File: config.mk
export PLATFORM = sky130hd
export DESIGN_NAME = measurement_control_io
export DESIGN_NICKNAME = d
export VERILOG_FILES = /design/src/design/mcio_pkg.sv /design/src/design/measurement_control_io.sv
export SDC_FILE = /design/constraint.sdc
export NUM_CORES = 1
export LEC_CHECK = 0
export ABC_AREA = 0
export ABC_CLOCK_PERIOD_IN_PS = 4800
export BUFFER_PORTS_ARGS = -buffer_cell sky130_fd_sc_hd__buf_2
export CAP_MARGIN = 15
export CORE_ASPECT_RATIO = 0.75
export CORE_MARGIN = 2
export CORE_UTILIZATION = 35
export CTS_CLUSTER_DIAMETER = 50
export DETAILED_ROUTE_END_ITERATION = 12
export GPL_ROUTABILITY_DRIVEN = 1
export GPL_TIMING_DRIVEN = 0
export PLACE_DENSITY = 0.58
export SYNTH_ARGS = -nofsm -noshare
export SYNTH_HDL_FRONTEND = slang
export SYNTH_SLANG_ARGS = --single-unit
File: constraint.sdc
create_clock -name sys_clk_in -period 4.8 [get_ports sys_clk_in]
set_input_delay 0.72 -clock sys_clk_in [delete_from_list [all_inputs] [get_ports sys_clk_in]]
set_output_delay 0.72 -clock sys_clk_in [all_outputs]
set_load 0.005 [all_outputs]
File: src/design/mcio_pkg.sv
// Package of constants and types for the measurement control I/O block
package mcio_pkg;

  // ==========================================================
  // Register map (offsets are word addresses)
  localparam logic [3:0] OFS_CTRL = 4'h0;
  localparam logic [3:0] OFS_STATUS = 4'h1;
  localparam logic [3:0] OFS_IRQ_STATUS = 4'h2;
  localparam logic [3:0] OFS_IRQ_MASK = 4'h3;
  localparam logic [3:0] OFS_MEAS = 4'h4;
  localparam logic [3:0] OFS_LIMIT_BASE = 4'h8;
  localparam logic [3:0] OFS_PROG_VALID = 4'h5;
  localparam logic [3:0] OFS_ERRWORD = 4'h6;

  // ==========================================================
  // Control register fields
  localparam int CTRL_EXPANSION_BIT = 0;
  localparam int CTRL_MODE_LSB = 4;
  localparam int CTRL_TOO_LITTLE_LIGHT_BIT = 8;
  localparam int CTRL_TOO_MUCH_LIGHT_BIT = 9;
  localparam int CTRL_NEAR_BIT = 10;
  localparam int CTRL_FAR_BIT = 11;

  // ==========================================================
  // Interrupt event bits
  localparam int EV_FUNC = 0;
  localparam int EV_ZERO_SET = 1;
  localparam int EV_ZERO_CLR = 2;
  localparam int EV_HOLD = 3;
  localparam int EV_PROG = 4;
  localparam int EV_WIDTH = 5;

  // ==========================================================
  // Sizes, timing and resets
  localparam int NUM_PROG = 5;
  localparam int NUM_MODES = 4;
  localparam int DEBOUNCE_NS = 1000;
  localparam int CLK_PERIOD_NS = 10;
  localparam int DEBOUNCE_CYCLES = (DEBOUNCE_NS + CLK_PERIOD_NS - 1) / CLK_PERIOD_NS;
  localparam logic [31:0] LIMIT_UPPER_RESET = 32'h7FFFFFFF;
  localparam logic [31:0] LIMIT_LOWER_RESET = 32'h80000000;
  localparam logic [31:0] ERR_READ_DATA = 32'hDEADBEEF;

  // ==========================================================
  // Types
  typedef enum logic [1:0] {
    MODE_NORMAL,
    MODE_PEAK_TO_PEAK,
    MODE_PEAK,
    MODE_BOTTOM
  } meas_mode_t;

  typedef enum logic [1:0] {
    FUNC_DEFAULT,
    FUNC_FIRST_CHANNEL_ONLY,
    FUNC_SECOND_CHANNEL_ONLY
  } func_cfg_t;

  typedef struct packed {
    logic function_select_first;
    logic function_select_second;
    logic zero_set;
    logic zero_clear;
    logic freeze;
    logic [NUM_PROG-1:0] prog_select;
  } ctrl_inputs_t;

  typedef struct packed {
    logic light_alarm;
    logic range_exceeded_close_side;
    logic range_exceeded_distant_side;
    logic pass;
    logic over_limit;
    logic under_limit;
  } judge_outputs_t;

endpackage

File: src/design/measurement_control_io.sv
// Discrete control inputs and judgment outputs of the displacement controller
// Behaviour
// RQ1: A control input is asserted while pulled to ground; low level means active.
// RQ2: Light alarm output is off when too too_little_light or too too_much_light, on otherwise.
// RQ3: Near-side range-exceeded output is on while target is outside range nearby.
// RQ4: Far-side range-exceeded output is on while target is outside range far away.
// RQ5: Pass output is on only while measurement lies within lower and upper limit.
// RQ6: Over-limit output is on while measurement exceeds the upper limit.
// RQ7: Under-limit output is on while measurement is below the lower limit.
// RQ8: First function select switches calculation to first-channel-only.
// RQ9: Second function select switches calculation to second-channel-only.
// RQ10: Function selects are ignored unless the expansion board is fitted.
// RQ11: Zero-reference input turns zero on, capturing present measurement as zero.
// RQ12: Zero-reference clear input cancels the active zero-reference state.
// RQ13: Hold is on while the freeze input is asserted, retaining measured value.
// RQ14: Five program selects; select n loads stored program n.
// RQ15: Selecting an empty program slot restores default measurement settings.
// RQ16: Separate limit pair per measurement mode; judgment uses active mode's pair.
// RQ17: Every control input is synchronised and debounced before use.
// RQ18: Program and zero inputs act on asserting edge; lowest program wins. Zero clear acts on its asserted level.
`timescale 1ns/1ps

module measurement_control_io (
  input wire logic sys_clk_in, // System clock, 100 MHz
  input wire logic rst_in, // Synchronous reset, active high
  input wire logic [3:0] avs_address_in, // Avalon word address
  input wire logic avs_read_in, // Avalon read request
  input wire logic avs_write_in, // Avalon write request
  input wire logic [31:0] avs_writedata_in, // Avalon write data
  output logic [31:0] avs_readdata_out, // Avalon read data
  output logic avs_waitrequest_out, // Avalon wait request
  input wire logic function_select_first_n_in, // Pin, low asserts
  input wire logic function_select_second_n_in, // Pin, low asserts
  input wire logic zero_set_n_in, // Pin, low asserts
  input wire logic zero_clear_n_in, // Pin, low asserts
  input wire logic freeze_n_in, // Pin, low asserts
  input wire logic [4:0] prog_select_n_in, // Pins, low asserts
  output logic light_alarm_out, // Light level alarm, high is on
  output logic range_exceeded_close_side_out, // Near-side out of range
  output logic range_exceeded_distant_side_out, // Far-side out of range
  output logic pass_out, // Within limits
  output logic over_limit_out, // Above upper limit
  output logic under_limit_out, // Below lower limit
  output logic [1:0] func_cfg_out, // Active calculation function
  output logic zero_active_out, // Zero reference on
  output logic [31:0] zero_value_out, // Captured zero
  output logic hold_active_out, // Hold function on
  output logic [31:0] held_value_out, // Held measurement
  output logic [2:0] prog_number_out, // Loaded program, 0 none
  output logic irq_out // Level interrupt
);

  localparam int NIN = 5 + mcio_pkg::NUM_PROG;

  // ==========================================================
  // Input synchronisers and debouncers
  logic [NIN-1:0] raw_act;
  logic [NIN-1:0] sync1_q;
  logic [NIN-1:0] sync2_q;
  logic [NIN-1:0] stable_q;
  logic [NIN-1:0] stable_prev_q;
  logic [15:0] db_cnt_q [NIN];
  mcio_pkg::ctrl_inputs_t ctl;
  mcio_pkg::ctrl_inputs_t ctl_rise;

  // Pins are active low: invert to active high
  assign raw_act = ~{function_select_first_n_in, function_select_second_n_in, zero_set_n_in,
                     zero_clear_n_in, freeze_n_in, prog_select_n_in}; // RQ1

  // Two-flop synchroniser
  always_ff @(posedge sys_clk_in) begin
    if (rst_in) begin
      sync1_q <= '0;
      sync2_q <= '0;
    end else begin
      sync1_q <= raw_act;
      sync2_q <= sync1_q;
    end
  end

  // Accept a level only after it stays unchanged for the debounce time
  always_ff @(posedge sys_clk_in) begin
    if (rst_in) begin
      stable_q <= '0;
      stable_prev_q <= '0;
      for (int i = 0; i < NIN; i++) begin
        db_cnt_q[i] <= '0;
      end
    end else begin
      stable_prev_q <= stable_q;
      for (int i = 0; i < NIN; i++) begin
        if (sync2_q[i] == stable_q[i]) begin
          db_cnt_q[i] <= '0;
        end else if (db_cnt_q[i] == 16'(mcio_pkg::DEBOUNCE_CYCLES - 1)) begin
          db_cnt_q[i] <= '0;
          stable_q[i] <= sync2_q[i]; // RQ17
        end else begin
          db_cnt_q[i] <= db_cnt_q[i] + 16'h0001;
        end
      end
    end
  end

  assign ctl = stable_q;
  assign ctl_rise = stable_q & ~stable_prev_q; // RQ18

  // ==========================================================
  // Register state
  logic expansion_q;
  mcio_pkg::meas_mode_t mode_q;
  logic too_little_light_q;
  logic too_much_light_q;
  logic near_q;
  logic far_q;
  logic [31:0] meas_q;
  logic [31:0] upper_q [mcio_pkg::NUM_MODES];
  logic [31:0] lower_q [mcio_pkg::NUM_MODES];
  logic [mcio_pkg::NUM_PROG-1:0] prog_valid_q;
  logic [mcio_pkg::EV_WIDTH-1:0] irq_status_q;
  logic [mcio_pkg::EV_WIDTH-1:0] irq_mask_q;
  logic [mcio_pkg::EV_WIDTH-1:0] events;
  logic wr;
  logic rd;
  logic rd_ack_q;
  logic prog_load;
  logic prog_empty;
  logic [2:0] prog_pick;

  assign wr = avs_write_in;
  assign rd = avs_read_in;
  // Reads wait one cycle for the registered read data; writes never wait
  assign avs_waitrequest_out = rd && !rd_ack_q;

  // Lowest numbered asserting program select wins
  function automatic logic [2:0] lowest_prog(input logic [mcio_pkg::NUM_PROG-1:0] sel);
    logic [2:0] r;
    r = 3'h0;
    for (int i = mcio_pkg::NUM_PROG - 1; i >= 0; i--) begin
      if (sel[i]) begin
        r = 3'(i + 1);
      end
    end
    return r;
  endfunction

  // Program select bit 0 is pin of program 5 after concatenation, so reverse
  logic [mcio_pkg::NUM_PROG-1:0] prog_rise;
  always_comb begin
    for (int i = 0; i < mcio_pkg::NUM_PROG; i++) begin
      prog_rise[i] = ctl_rise.prog_select[mcio_pkg::NUM_PROG - 1 - i];
    end
  end

  assign prog_pick = lowest_prog(prog_rise); // RQ14 RQ18
  assign prog_load = (prog_pick != 3'h0);
  assign prog_empty = prog_load && !prog_valid_q[prog_pick - 3'h1];

  // Configuration written by software, with empty-slot default restore
  always_ff @(posedge sys_clk_in) begin
    if (rst_in) begin
      expansion_q <= 1'b0;
      mode_q <= mcio_pkg::MODE_NORMAL;
      too_little_light_q <= 1'b0;
      too_much_light_q <= 1'b0;
      near_q <= 1'b0;
      far_q <= 1'b0;
      meas_q <= '0;
      prog_valid_q <= '0;
      for (int m = 0; m < mcio_pkg::NUM_MODES; m++) begin
        upper_q[m] <= mcio_pkg::LIMIT_UPPER_RESET;
        lower_q[m] <= mcio_pkg::LIMIT_LOWER_RESET;
      end
    end else begin
      // Restore first, so that an accepted write in the same cycle is not lost
      if (prog_empty) begin
        mode_q <= mcio_pkg::MODE_NORMAL; // RQ15
        for (int m = 0; m < mcio_pkg::NUM_MODES; m++) begin
          upper_q[m] <= mcio_pkg::LIMIT_UPPER_RESET;
          lower_q[m] <= mcio_pkg::LIMIT_LOWER_RESET;
        end
      end
      if (wr) begin
        case (avs_address_in)
          mcio_pkg::OFS_CTRL: begin
            expansion_q <= avs_writedata_in[mcio_pkg::CTRL_EXPANSION_BIT];
            mode_q <= mcio_pkg::meas_mode_t'(avs_writedata_in[mcio_pkg::CTRL_MODE_LSB +: 2]);
            too_little_light_q <= avs_writedata_in[mcio_pkg::CTRL_TOO_LITTLE_LIGHT_BIT];
            too_much_light_q <= avs_writedata_in[mcio_pkg::CTRL_TOO_MUCH_LIGHT_BIT];
            near_q <= avs_writedata_in[mcio_pkg::CTRL_NEAR_BIT];
            far_q <= avs_writedata_in[mcio_pkg::CTRL_FAR_BIT];
          end
          mcio_pkg::OFS_MEAS: meas_q <= avs_writedata_in;
          mcio_pkg::OFS_PROG_VALID: prog_valid_q <= avs_writedata_in[mcio_pkg::NUM_PROG-1:0];
          default: begin
            if (avs_address_in >= mcio_pkg::OFS_LIMIT_BASE) begin
              if (avs_address_in[0]) begin
                lower_q[avs_address_in[2:1]] <= avs_writedata_in; // RQ16
              end else begin
                upper_q[avs_address_in[2:1]] <= avs_writedata_in; // RQ16
              end
            end
          end
        endcase
      end
    end
  end

  // ==========================================================
  // Function, zero, hold and program state
  always_ff @(posedge sys_clk_in) begin
    if (rst_in) begin
      func_cfg_out <= 2'(mcio_pkg::FUNC_DEFAULT);
    end else if (expansion_q) begin // RQ10
      if (ctl.function_select_first) begin
        func_cfg_out <= 2'(mcio_pkg::FUNC_FIRST_CHANNEL_ONLY); // RQ8
      end else if (ctl.function_select_second) begin
        func_cfg_out <= 2'(mcio_pkg::FUNC_SECOND_CHANNEL_ONLY); // RQ9
      end
    end
  end

  // Zero reference: set on asserting edge, clear cancels
  always_ff @(posedge sys_clk_in) begin
    if (rst_in) begin
      zero_active_out <= 1'b0;
      zero_value_out <= '0;
    end else if (ctl_rise.zero_set) begin
      zero_active_out <= 1'b1; // RQ11
      zero_value_out <= meas_q; // RQ11
    end else if (ctl.zero_clear) begin
      zero_active_out <= 1'b0; // RQ12
    end
  end

  // Hold retains the value seen when freeze took effect
  always_ff @(posedge sys_clk_in) begin
    if (rst_in) begin
      hold_active_out <= 1'b0;
      held_value_out <= '0;
    end else begin
      hold_active_out <= ctl.freeze; // RQ13
      if (!ctl.freeze) begin
        held_value_out <= meas_q; // RQ13
      end
    end
  end

  // Loaded program number
  always_ff @(posedge sys_clk_in) begin
    if (rst_in) begin
      prog_number_out <= 3'h0;
    end else if (prog_load) begin
      prog_number_out <= prog_pick; // RQ14
    end
  end

  // ==========================================================
  // Judgment outputs
  logic signed [31:0] cur;
  logic signed [31:0] up;
  logic signed [31:0] lo;
  assign cur = hold_active_out ? held_value_out : meas_q;
  assign up = upper_q[mode_q]; // RQ16
  assign lo = lower_q[mode_q]; // RQ16

  always_ff @(posedge sys_clk_in) begin
    if (rst_in) begin
      light_alarm_out <= 1'b0;
      range_exceeded_close_side_out <= 1'b0;
      range_exceeded_distant_side_out <= 1'b0;
      pass_out <= 1'b0;
      over_limit_out <= 1'b0;
      under_limit_out <= 1'b0;
    end else begin
      light_alarm_out <= !(too_little_light_q || too_much_light_q); // RQ2
      range_exceeded_close_side_out <= near_q; // RQ3
      range_exceeded_distant_side_out <= far_q; // RQ4
      pass_out <= (cur >= lo) && (cur <= up); // RQ5
      over_limit_out <= cur > up; // RQ6
      under_limit_out <= cur < lo; // RQ7
    end
  end

  // ==========================================================
  // Interrupt status, set wins over write-one-to-clear
  assign events = {prog_load, ctl_rise.freeze, ctl_rise.zero_clear, ctl_rise.zero_set,
                   expansion_q & (ctl_rise.function_select_first | ctl_rise.function_select_second)};

  always_ff @(posedge sys_clk_in) begin
    if (rst_in) begin
      irq_status_q <= '0;
      irq_mask_q <= '0;
    end else begin
      if (wr && avs_address_in == mcio_pkg::OFS_IRQ_MASK) begin
        irq_mask_q <= avs_writedata_in[mcio_pkg::EV_WIDTH-1:0];
      end
      if (wr && avs_address_in == mcio_pkg::OFS_IRQ_STATUS) begin
        irq_status_q <= (irq_status_q & ~avs_writedata_in[mcio_pkg::EV_WIDTH-1:0]) | events;
      end else begin
        irq_status_q <= irq_status_q | events;
      end
    end
  end

  assign irq_out = |(irq_status_q & irq_mask_q);

  // ==========================================================
  // Read data, registered, standing at the edge where waitrequest is low
  logic [31:0] rdata;
  always_comb begin
    rdata = mcio_pkg::ERR_READ_DATA;
    case (avs_address_in)
      mcio_pkg::OFS_CTRL: begin
        rdata = '0;
        rdata[mcio_pkg::CTRL_EXPANSION_BIT] = expansion_q;
        rdata[mcio_pkg::CTRL_MODE_LSB +: 2] = mode_q;
        rdata[mcio_pkg::CTRL_TOO_LITTLE_LIGHT_BIT] = too_little_light_q;
        rdata[mcio_pkg::CTRL_TOO_MUCH_LIGHT_BIT] = too_much_light_q;
        rdata[mcio_pkg::CTRL_NEAR_BIT] = near_q;
        rdata[mcio_pkg::CTRL_FAR_BIT] = far_q;
      end
      mcio_pkg::OFS_STATUS: rdata = {16'h0000, 3'h0, stable_q[4:0], prog_number_out, hold_active_out,
                                     zero_active_out, func_cfg_out, pass_out};
      mcio_pkg::OFS_IRQ_STATUS: rdata = {27'h0000000, irq_status_q};
      mcio_pkg::OFS_IRQ_MASK: rdata = {27'h0000000, irq_mask_q};
      mcio_pkg::OFS_MEAS: rdata = meas_q;
      mcio_pkg::OFS_PROG_VALID: rdata = {27'h0000000, prog_valid_q};
      default: begin
        if (avs_address_in >= mcio_pkg::OFS_LIMIT_BASE) begin
          rdata = avs_address_in[0] ? lower_q[avs_address_in[2:1]] : upper_q[avs_address_in[2:1]];
        end
      end
    endcase
  end

  // First read cycle loads the data and stalls; the second cycle completes it
  always_ff @(posedge sys_clk_in) begin
    if (rst_in) begin
      rd_ack_q <= 1'b0;
      avs_readdata_out <= '0;
    end else begin
      rd_ack_q <= rd && !rd_ack_q;
      if (rd && !rd_ack_q) begin
        avs_readdata_out <= rdata;
      end
    end
  end

endmodule // measurement_control_io

==> results.toml, run 1 <==
[cells_and_area]
post_route_cells_drive_above_1_share_pct = 19.5
areaGrowthSynthToFinish_pct = 19.1
final_cell_mix = "edfxtp_1 (416), nor2_1 (306), nand2_1 (304)"
footprint_of_the_multi_input_gates_um2 = 14100
layout_commonest_cell = "edfxtp_1"
seqCellArea_um2 = 16600
stdcell_count = 4351
filler_cell_count = 8373
layout.nets = 3254

[sta]
timing.final.crit_share_pct = 101
postLayoutSetupSlackWorst_ns = -0.0505
timing.final.hold_violations = 0
setup_viol = 1
timing.clock.skew_ns = 0.0267
rsz0062_at_grt = "false"
timing.fmax_mhz = 206
worst_slew_pin_slew_ns = 1.26
tns_ns = -0.0505
timing.final.crit_period_ns = 4.85
final_max_slew_viol_count = 0
maxSlewHeadroom_pct = 16.2

[routing]
detailedRoute.firstPassIterationCount = 5
routedWlPerCell_um = 23.4
first_iter_violations = 2797
drt_drc_violations_left = 0
dr_total_vias = 23000
final_wirelength_um = 102000
postRouteAntennaNets = 0
drt-vias-per-instance = 5.29

[clock_tree]
clock_transition_at_path_regs_ns = 0.06
clockBufferDepth = 3
cts_hold_buffers = 0
h-tree-depth = 3
clock_tree.root_cell = "clkbuf_16"
insertion_delay_ns = 0.65
cts_tree = "yes"
postCtsSetupRepairBufs = 0
post_cts_resized = 17
clkSinkCount = 619
number_of_cts_inserted_buffers = 80

[min_path]
hold_class = "input pin to flop"

[synth]
seq_area_frac_synth_pct = 53.7
postSynthAreaPerCell_um2 = 11.3
synthDistinctLibCells = 56
synth-edff-count = 416
ys_ff_latch = 619
mappedNetlistArea_um2 = 30800
synthesis.yosys.warnings = 0
synth_async_reset_ratio_pct = 0
synth_ff_type = "edfxtp_1"
postSynthCellCount = 2720

[floorplanning]
fp-row-count = 94
die_area_um2 = 90500
die-height_um = 261
floorplan.initialDensity_pct = 35.2
die-width_um = 347
fp.coreArea_um2 = 87500
number_of_top_level_design_ports = 161

[power]
power.density_nw_per_um2 = 352
vdd_ir_drop_max_mv = 0.224
leakagePower_nw = 13.4

[run]
timing.max_cap.violations = 0

[worst_setup_path]
setup.worst_path.start_class = "flop"
worst_ep_required_time_ns = 5.27
timing.setup.critical_path_class = "flop to flop"
critical_path.endpoint_type = "flop"
worst-endpoint-arrival_ns = 5.32
critPathMaxFanout = 10

[placement]
place.detailed.hpwl_um = 74000
gp_congestion = 0.933
port-buffer-count = 155
placed_cells = 4197

[global_route]
first_global_vias = 21500
grt_first_pass_wirelength_um = 147000
grt_remaining_overflow = 0
grt_antenna_before_repair = 6
grt_usage_pct = 22.2
grt_max_degree = 30

[run_status]
status = "complete, but fails checks"
violated_checks = "setup timing"
state kept, by name, indices dropped and copies added, names as in the netlist, 10 cells and up:
signal / flops
ctl: 10
sync1_q: 10
zero_value_out: 32
avs_readdata_out: 32
upper_q: 128
sync2_q: 10
db_cnt_q: 160
stable_prev_q: 10
lower_q: 128
meas_q: 32
held_value_out: 32
Yosys cell counts, types with 2 or more instances:
| master | count | area share, % |
|---|---|---|
| a22oi_1 | 5 | 0.12 |
| or2_2 | 125 | 2.5 |
| clkbuf_1 | 122 | 1.5 |
| or3_1 | 16 | 0.32 |
| xnor2_1 | 50 | 1.4 |
| mux2_2 | 35 | 1.3 |
| a32o_1 | 2 | 0.065 |
| inv_1 | 74 | 0.90 |
| a21o_1 | 14 | 0.34 |
| o21ai_1 | 4 | 0.065 |
| nor2b_1 | 33 | 0.67 |
| and4_1 | 8 | 0.23 |
| edfxtp_1 | 416 | 41 |
| o21ai_0 | 37 | 0.60 |
| a211oi_1 | 20 | 0.49 |
| xor2_1 | 86 | 2.4 |
| ha_1 | 76 | 3.1 |
| nor2_1 | 306 | 3.7 |
| and2_1 | 135 | 2.7 |
| o22ai_1 | 3 | 0.061 |
| buf_2 | 9 | 0.15 |
| o211ai_1 | 5 | 0.12 |
| a21oi_1 | 144 | 2.3 |
| and3_1 | 34 | 0.69 |
| nor4b_1 | 5 | 0.14 |
| nor3_1 | 29 | 0.47 |
| mux4_2 | 127 | 9.3 |
| nor3b_1 | 6 | 0.15 |
| a221oi_1 | 16 | 0.45 |
| nand4_1 | 36 | 0.73 |
| nand3_1 | 68 | 1.1 |
| nand4b_1 | 2 | 0.057 |
| nor4_1 | 21 | 0.43 |
| o22a_1 | 2 | 0.057 |
| nand2b_1 | 9 | 0.18 |
| a311oi_1 | 17 | 0.48 |
| dfxtp_1 | 203 | 13 |
| a31oi_1 | 3 | 0.061 |
| o31ai_1 | 2 | 0.049 |
| or4_1 | 6 | 0.15 |
| a2111oi_0 | 2 | 0.057 |
| nand2_1 | 308 | 3.7 |
| mux2i_1 | 66 | 2.1 |
| buf_1 | 21 | 0.26 |
kinds of logic after synthesis:
| family | after synthesis | synth area share (%) |
|---|---|---|
| adder cells (fa/ha/maj) | 76 | 3.08 |
| other | 1 | 0.0122 |
| XOR/XNOR | 136 | 3.86 |
| multiplexers | 228 | 12.7 |
| AND/OR/NAND/NOR | 1151 | 18.2 |
| AO/OA/AOI/OAI | 283 | 5.68 |
| buffers and inverters | 226 | 2.79 |
| flip-flops | 619 | 53.7 |
where the power goes:
part	internal [mW]	switching [mW]
Combinational	0.261	0.548
Clock	3.62	2.54
Sequential	5.83	0.120
routing by layer:
metal	GRT usage, %	share of wire (%)	vias to the layer above
li1	-	-	10500
met1	31.5	43	11200
met2	32.3	42	1192
met3	6.45	11	199
met4	7.26	3.1	4
met5	0.765	0.11	-
stage by stage:
step	instance area, µm²	util (%)	total power, mW	setup slack, ns	hold WS, ns
2_1_floorplan	31400	-	6.45	1.28	0.414
5_1_grt	36700	42.0	13.3	0.00772	0.218
3_5_place_dp	33900	38.8	6.84	-0.725	0.425
6_report	36700	42.0	12.9	-0.0505	0.231
4_1_cts	36700	41.9	13.0	0.0593	0.200
3_3_place_gp	33600	38.5	6.82	-1.31	0.424
path summary, 6_finish.rpt:
kind	from	endpoint	slack, ns	cells past startpoint
setup / recovery	mode_q[1]	pass_out	-0.05	10
hold / removal	freeze_n_in	sync1_q[5]	0.23	2
setup reg to reg	mode_q[1]	pass_out	-0.05	10
hold reg to reg	sync1_q[3]	sync2_q[3]	0.44	1
cell type report:
| type | instances | share of cell area, % |
|---|---|---|
| inverters | 74 | 0.756 |
| clock inverters | 47 | 1.25 |
| flip-flops and latches | 619 | 45.1 |
| multi-input cells | 2034 | 38.3 |
| well taps | 1152 | 3.92 |
| plain buffers | 152 | 1.69 |
| clock buffers | 103 | 6.15 |
| diodes | 3 | 0.0204 |
| repair buffers | 167 | 2.81 |
critical path, cell delays in order, from the launching register on:
cell and delay (ns):
dfxtp_1 0.36, clkbuf_1 0.59, clkdlybuf4s15_1 0.80, mux4_2 0.35, inv_1 0.05, ha_1 0.29
nand4_1 0.27, a2111oi_1 0.91, or4_1 0.27, o21ai_0 0.19, a211oi_1 0.58
Power figures use the tool's default switching activity.
==> run 2: changes to the inputs <==
- ABC_CLOCK_PERIOD_IN_PS: 4800 -> 4900
- CTS_CLUSTER_DIAMETER: 50 -> unset
- clock period: 4.8 -> 4.9 ns (I/O delays scaled with it)
==> results.toml, run 2 (synthesis gave the netlist of run 1 again) <==
[run_status]
status = "complete, but fails checks"
violated_checks = "setup timing"

[worst_setup_path]
timing.rr.start = "mode_q[0]"
critical_path_depth = 11
worstRegToRegCells = 11
worstPathCellList = "clkbuf_2, buf_1, buf_8, mux4_2, inv_1, ha_1, nand2_1, nor4_1, nor3b_1, o21ai_0, a211oi_2"
worst-endpoint-arrival_ns = 5.41
critical_path.endpoint_type = "flop"
critPathBufInv = 4
cp_slowest_cell = "nor4_1"
worstReg2RegEnd = "pass_out"
critPathMaxFanout = 10
worst_setup_path_endpoint = "pass_out"
rrSetupSlack_ns = -0.03
crit_path_max_incr_delay_ns = 0.84
worst_path_dominant_cell_family = "simple AND/OR/NAND/NOR gates"
setup.worst_path.start_class = "flop"
worst_ep_required_time_ns = 5.38
worstSetupStartpoint = "mode_q[0]"
timing.setup.critical_path_class = "flop to flop"

[cells_and_area]
registers.top_by_ff_count = "db_cnt_q"
layout.nets = 3244
layout_top_registers = "db_cnt_q x160, lower_q x128, upper_q x128"
largest_reg_flops = 160
post_route_cells_drive_above_1_share_pct = 18.6
layout.core_utilization_pct = 41.5
stdcell_count = 4328
areaGrowthSynthToFinish_pct = 17.7
layout_commonest_cell = "edfxtp_1"
final_cell_mix = "edfxtp_1 (416), nor2_1 (306), nand2_1 (304)"
filler_cell_count = 8408

[routing]
drt-vias-per-instance = 5.26
detailedRoute.firstPassIterationCount = 6
dr_total_vias = 22800
final_wirelength_um = 101000
drt_drc_violations_left = 0
routedWlPerCell_um = 23.4
postRouteAntennaNets = 0
first_iter_violations = 2752

[sta]
worst_hold_slack_ns = 0.257
timing.final.hold_violations = 0
final_max_slew_viol_count = 0
worst_slew_pin_slew_ns = 1.21
timing.final.crit_share_pct = 101
timing.fmax_mhz = 203
timing.final.crit_period_ns = 4.93
rsz0062_at_grt = "false"
setup_viol = 1
postLayoutSetupSlackWorst_ns = -0.0297
timing.clock.skew_ns = 0.0326
maxSlewHeadroom_pct = 19.4

[placement]
placed_cells = 4197
port-buffer-count = 155
place.detailed.hpwl_um = 74000
place_ws_ns = -0.625
gp_congestion = 0.933

[clock_tree]
h-tree-depth = 3
clock_transition_at_path_regs_ns = 0.06
number_of_cts_inserted_buffers = 70
clockBufferDepth = 3
clkSinkCount = 619
postCtsSetupRepairBufs = 0
cts_hold_buffers = 0
clock_tree.root_cell = "clkbuf_16"
insertion_delay_ns = 0.63
cts_tree = "yes"

[floorplanning]
floorplan.initialDensity_pct = 35.2
number_of_top_level_design_ports = 161
fp-row-count = 94
die_area_um2 = 90500
die-height_um = 261
fp.coreArea_um2 = 87500
die-width_um = 347

[power]
total_power_mw = 11.9
vdd_ir_drop_max_mv = 0.221
clkPwrFrac_pct = 44.4
p_comb_share_pct = 6.6
pwr-share-seq_pct = 48.9
switching_power_mw = 2.87
switching_share_pct = 24.1
intPower_mw = 9.04
power.density_nw_per_um2 = 328
leakagePower_nw = 13.2

[global_route]
grt_remaining_overflow = 0
grt_antenna_before_repair = 7
first_global_vias = 21400
grt_first_pass_wirelength_um = 146000
grt_max_degree = 30
grt_usage_pct = 22.2

[min_path]
hold_class = "input pin to flop"
worst_hold_path.num_cells = 2

[run]
timing.max_cap.violations = 0
[run 2: changes by cell type in the layout (fill, tap and decap cells not counted), moves of 2 or more]
cell / delta
bufinv_16: -2
clkbuf_1: +5
clkbuf_16: -9
clkbuf_4: -2
clkbuf_8: +3
clkinv_1: +4
clkinv_2: +3
clkinv_4: -6
clkinv_8: +2
diode_2: -2
inv_16: -2
inv_6: -15
[run 2: final cells by class]
type	count	area [µm²]	share of cell area, %
inverter	74	278	0.765
antenna	1	2.50	0.00689
timing repair buffer	167	1030	2.84
clock inverter	29	219	0.603
tap	1152	1440	3.97
multi-input combinational	2034	14100	38.8
clock buffer	100	2080	5.74
buffer	152	618	1.70
sequential	619	16600	45.6
[run 2: stage by stage]
stage | area (µm²) | setup TNS (ns)
final | 36300 | -0.0297
after global routing | 36300 | 0
after CTS | 36300 | 0
after detailed placement | 33900 | -1.19
after global placement | 33600 | -136.39
after floorplan | 31400 | 0
[run 2: power groups by stage]
stage | registers [mW] | logic [mW] | clock network, mW
3_3_place_gp | 5.94 | 0.736 | 0
3_5_place_dp | 5.93 | 0.767 | 0
4_1_cts | 5.82 | 0.770 | 5.38
2_1_floorplan | 5.90 | 0.422 | 0
5_1_grt | 5.84 | 0.841 | 5.59
6_report | 5.83 | 0.792 | 5.29
[run 2: what timing repair did]
action                     in CTS  in global routing
setup endpoints to repair       3                  1
resized for setup              14                  1
cloned                          0                  0
[run 2: worst min path at each step]
stage | from | endpoint | slack (ns)
6_report | freeze_n_in | sync1_q[5] | 0.26
5_1_grt | freeze_n_in | sync1_q[5] | 0.25
4_1_cts | freeze_n_in | sync1_q[5] | 0.22
3_5_place_dp | sync1_q[3] | sync2_q[3] | 0.43
3_3_place_gp | sync1_q[3] | sync2_q[3] | 0.42
2_1_floorplan | sync1_q[0] | sync2_q[0] | 0.41
[run 2: per-layer routing]
metal,global-route usage [%],wire length (µm)
met1,30.7,43500
met2,32.2,42500
met3,7.75,12000
met4,7.58,3460
met5,0,28
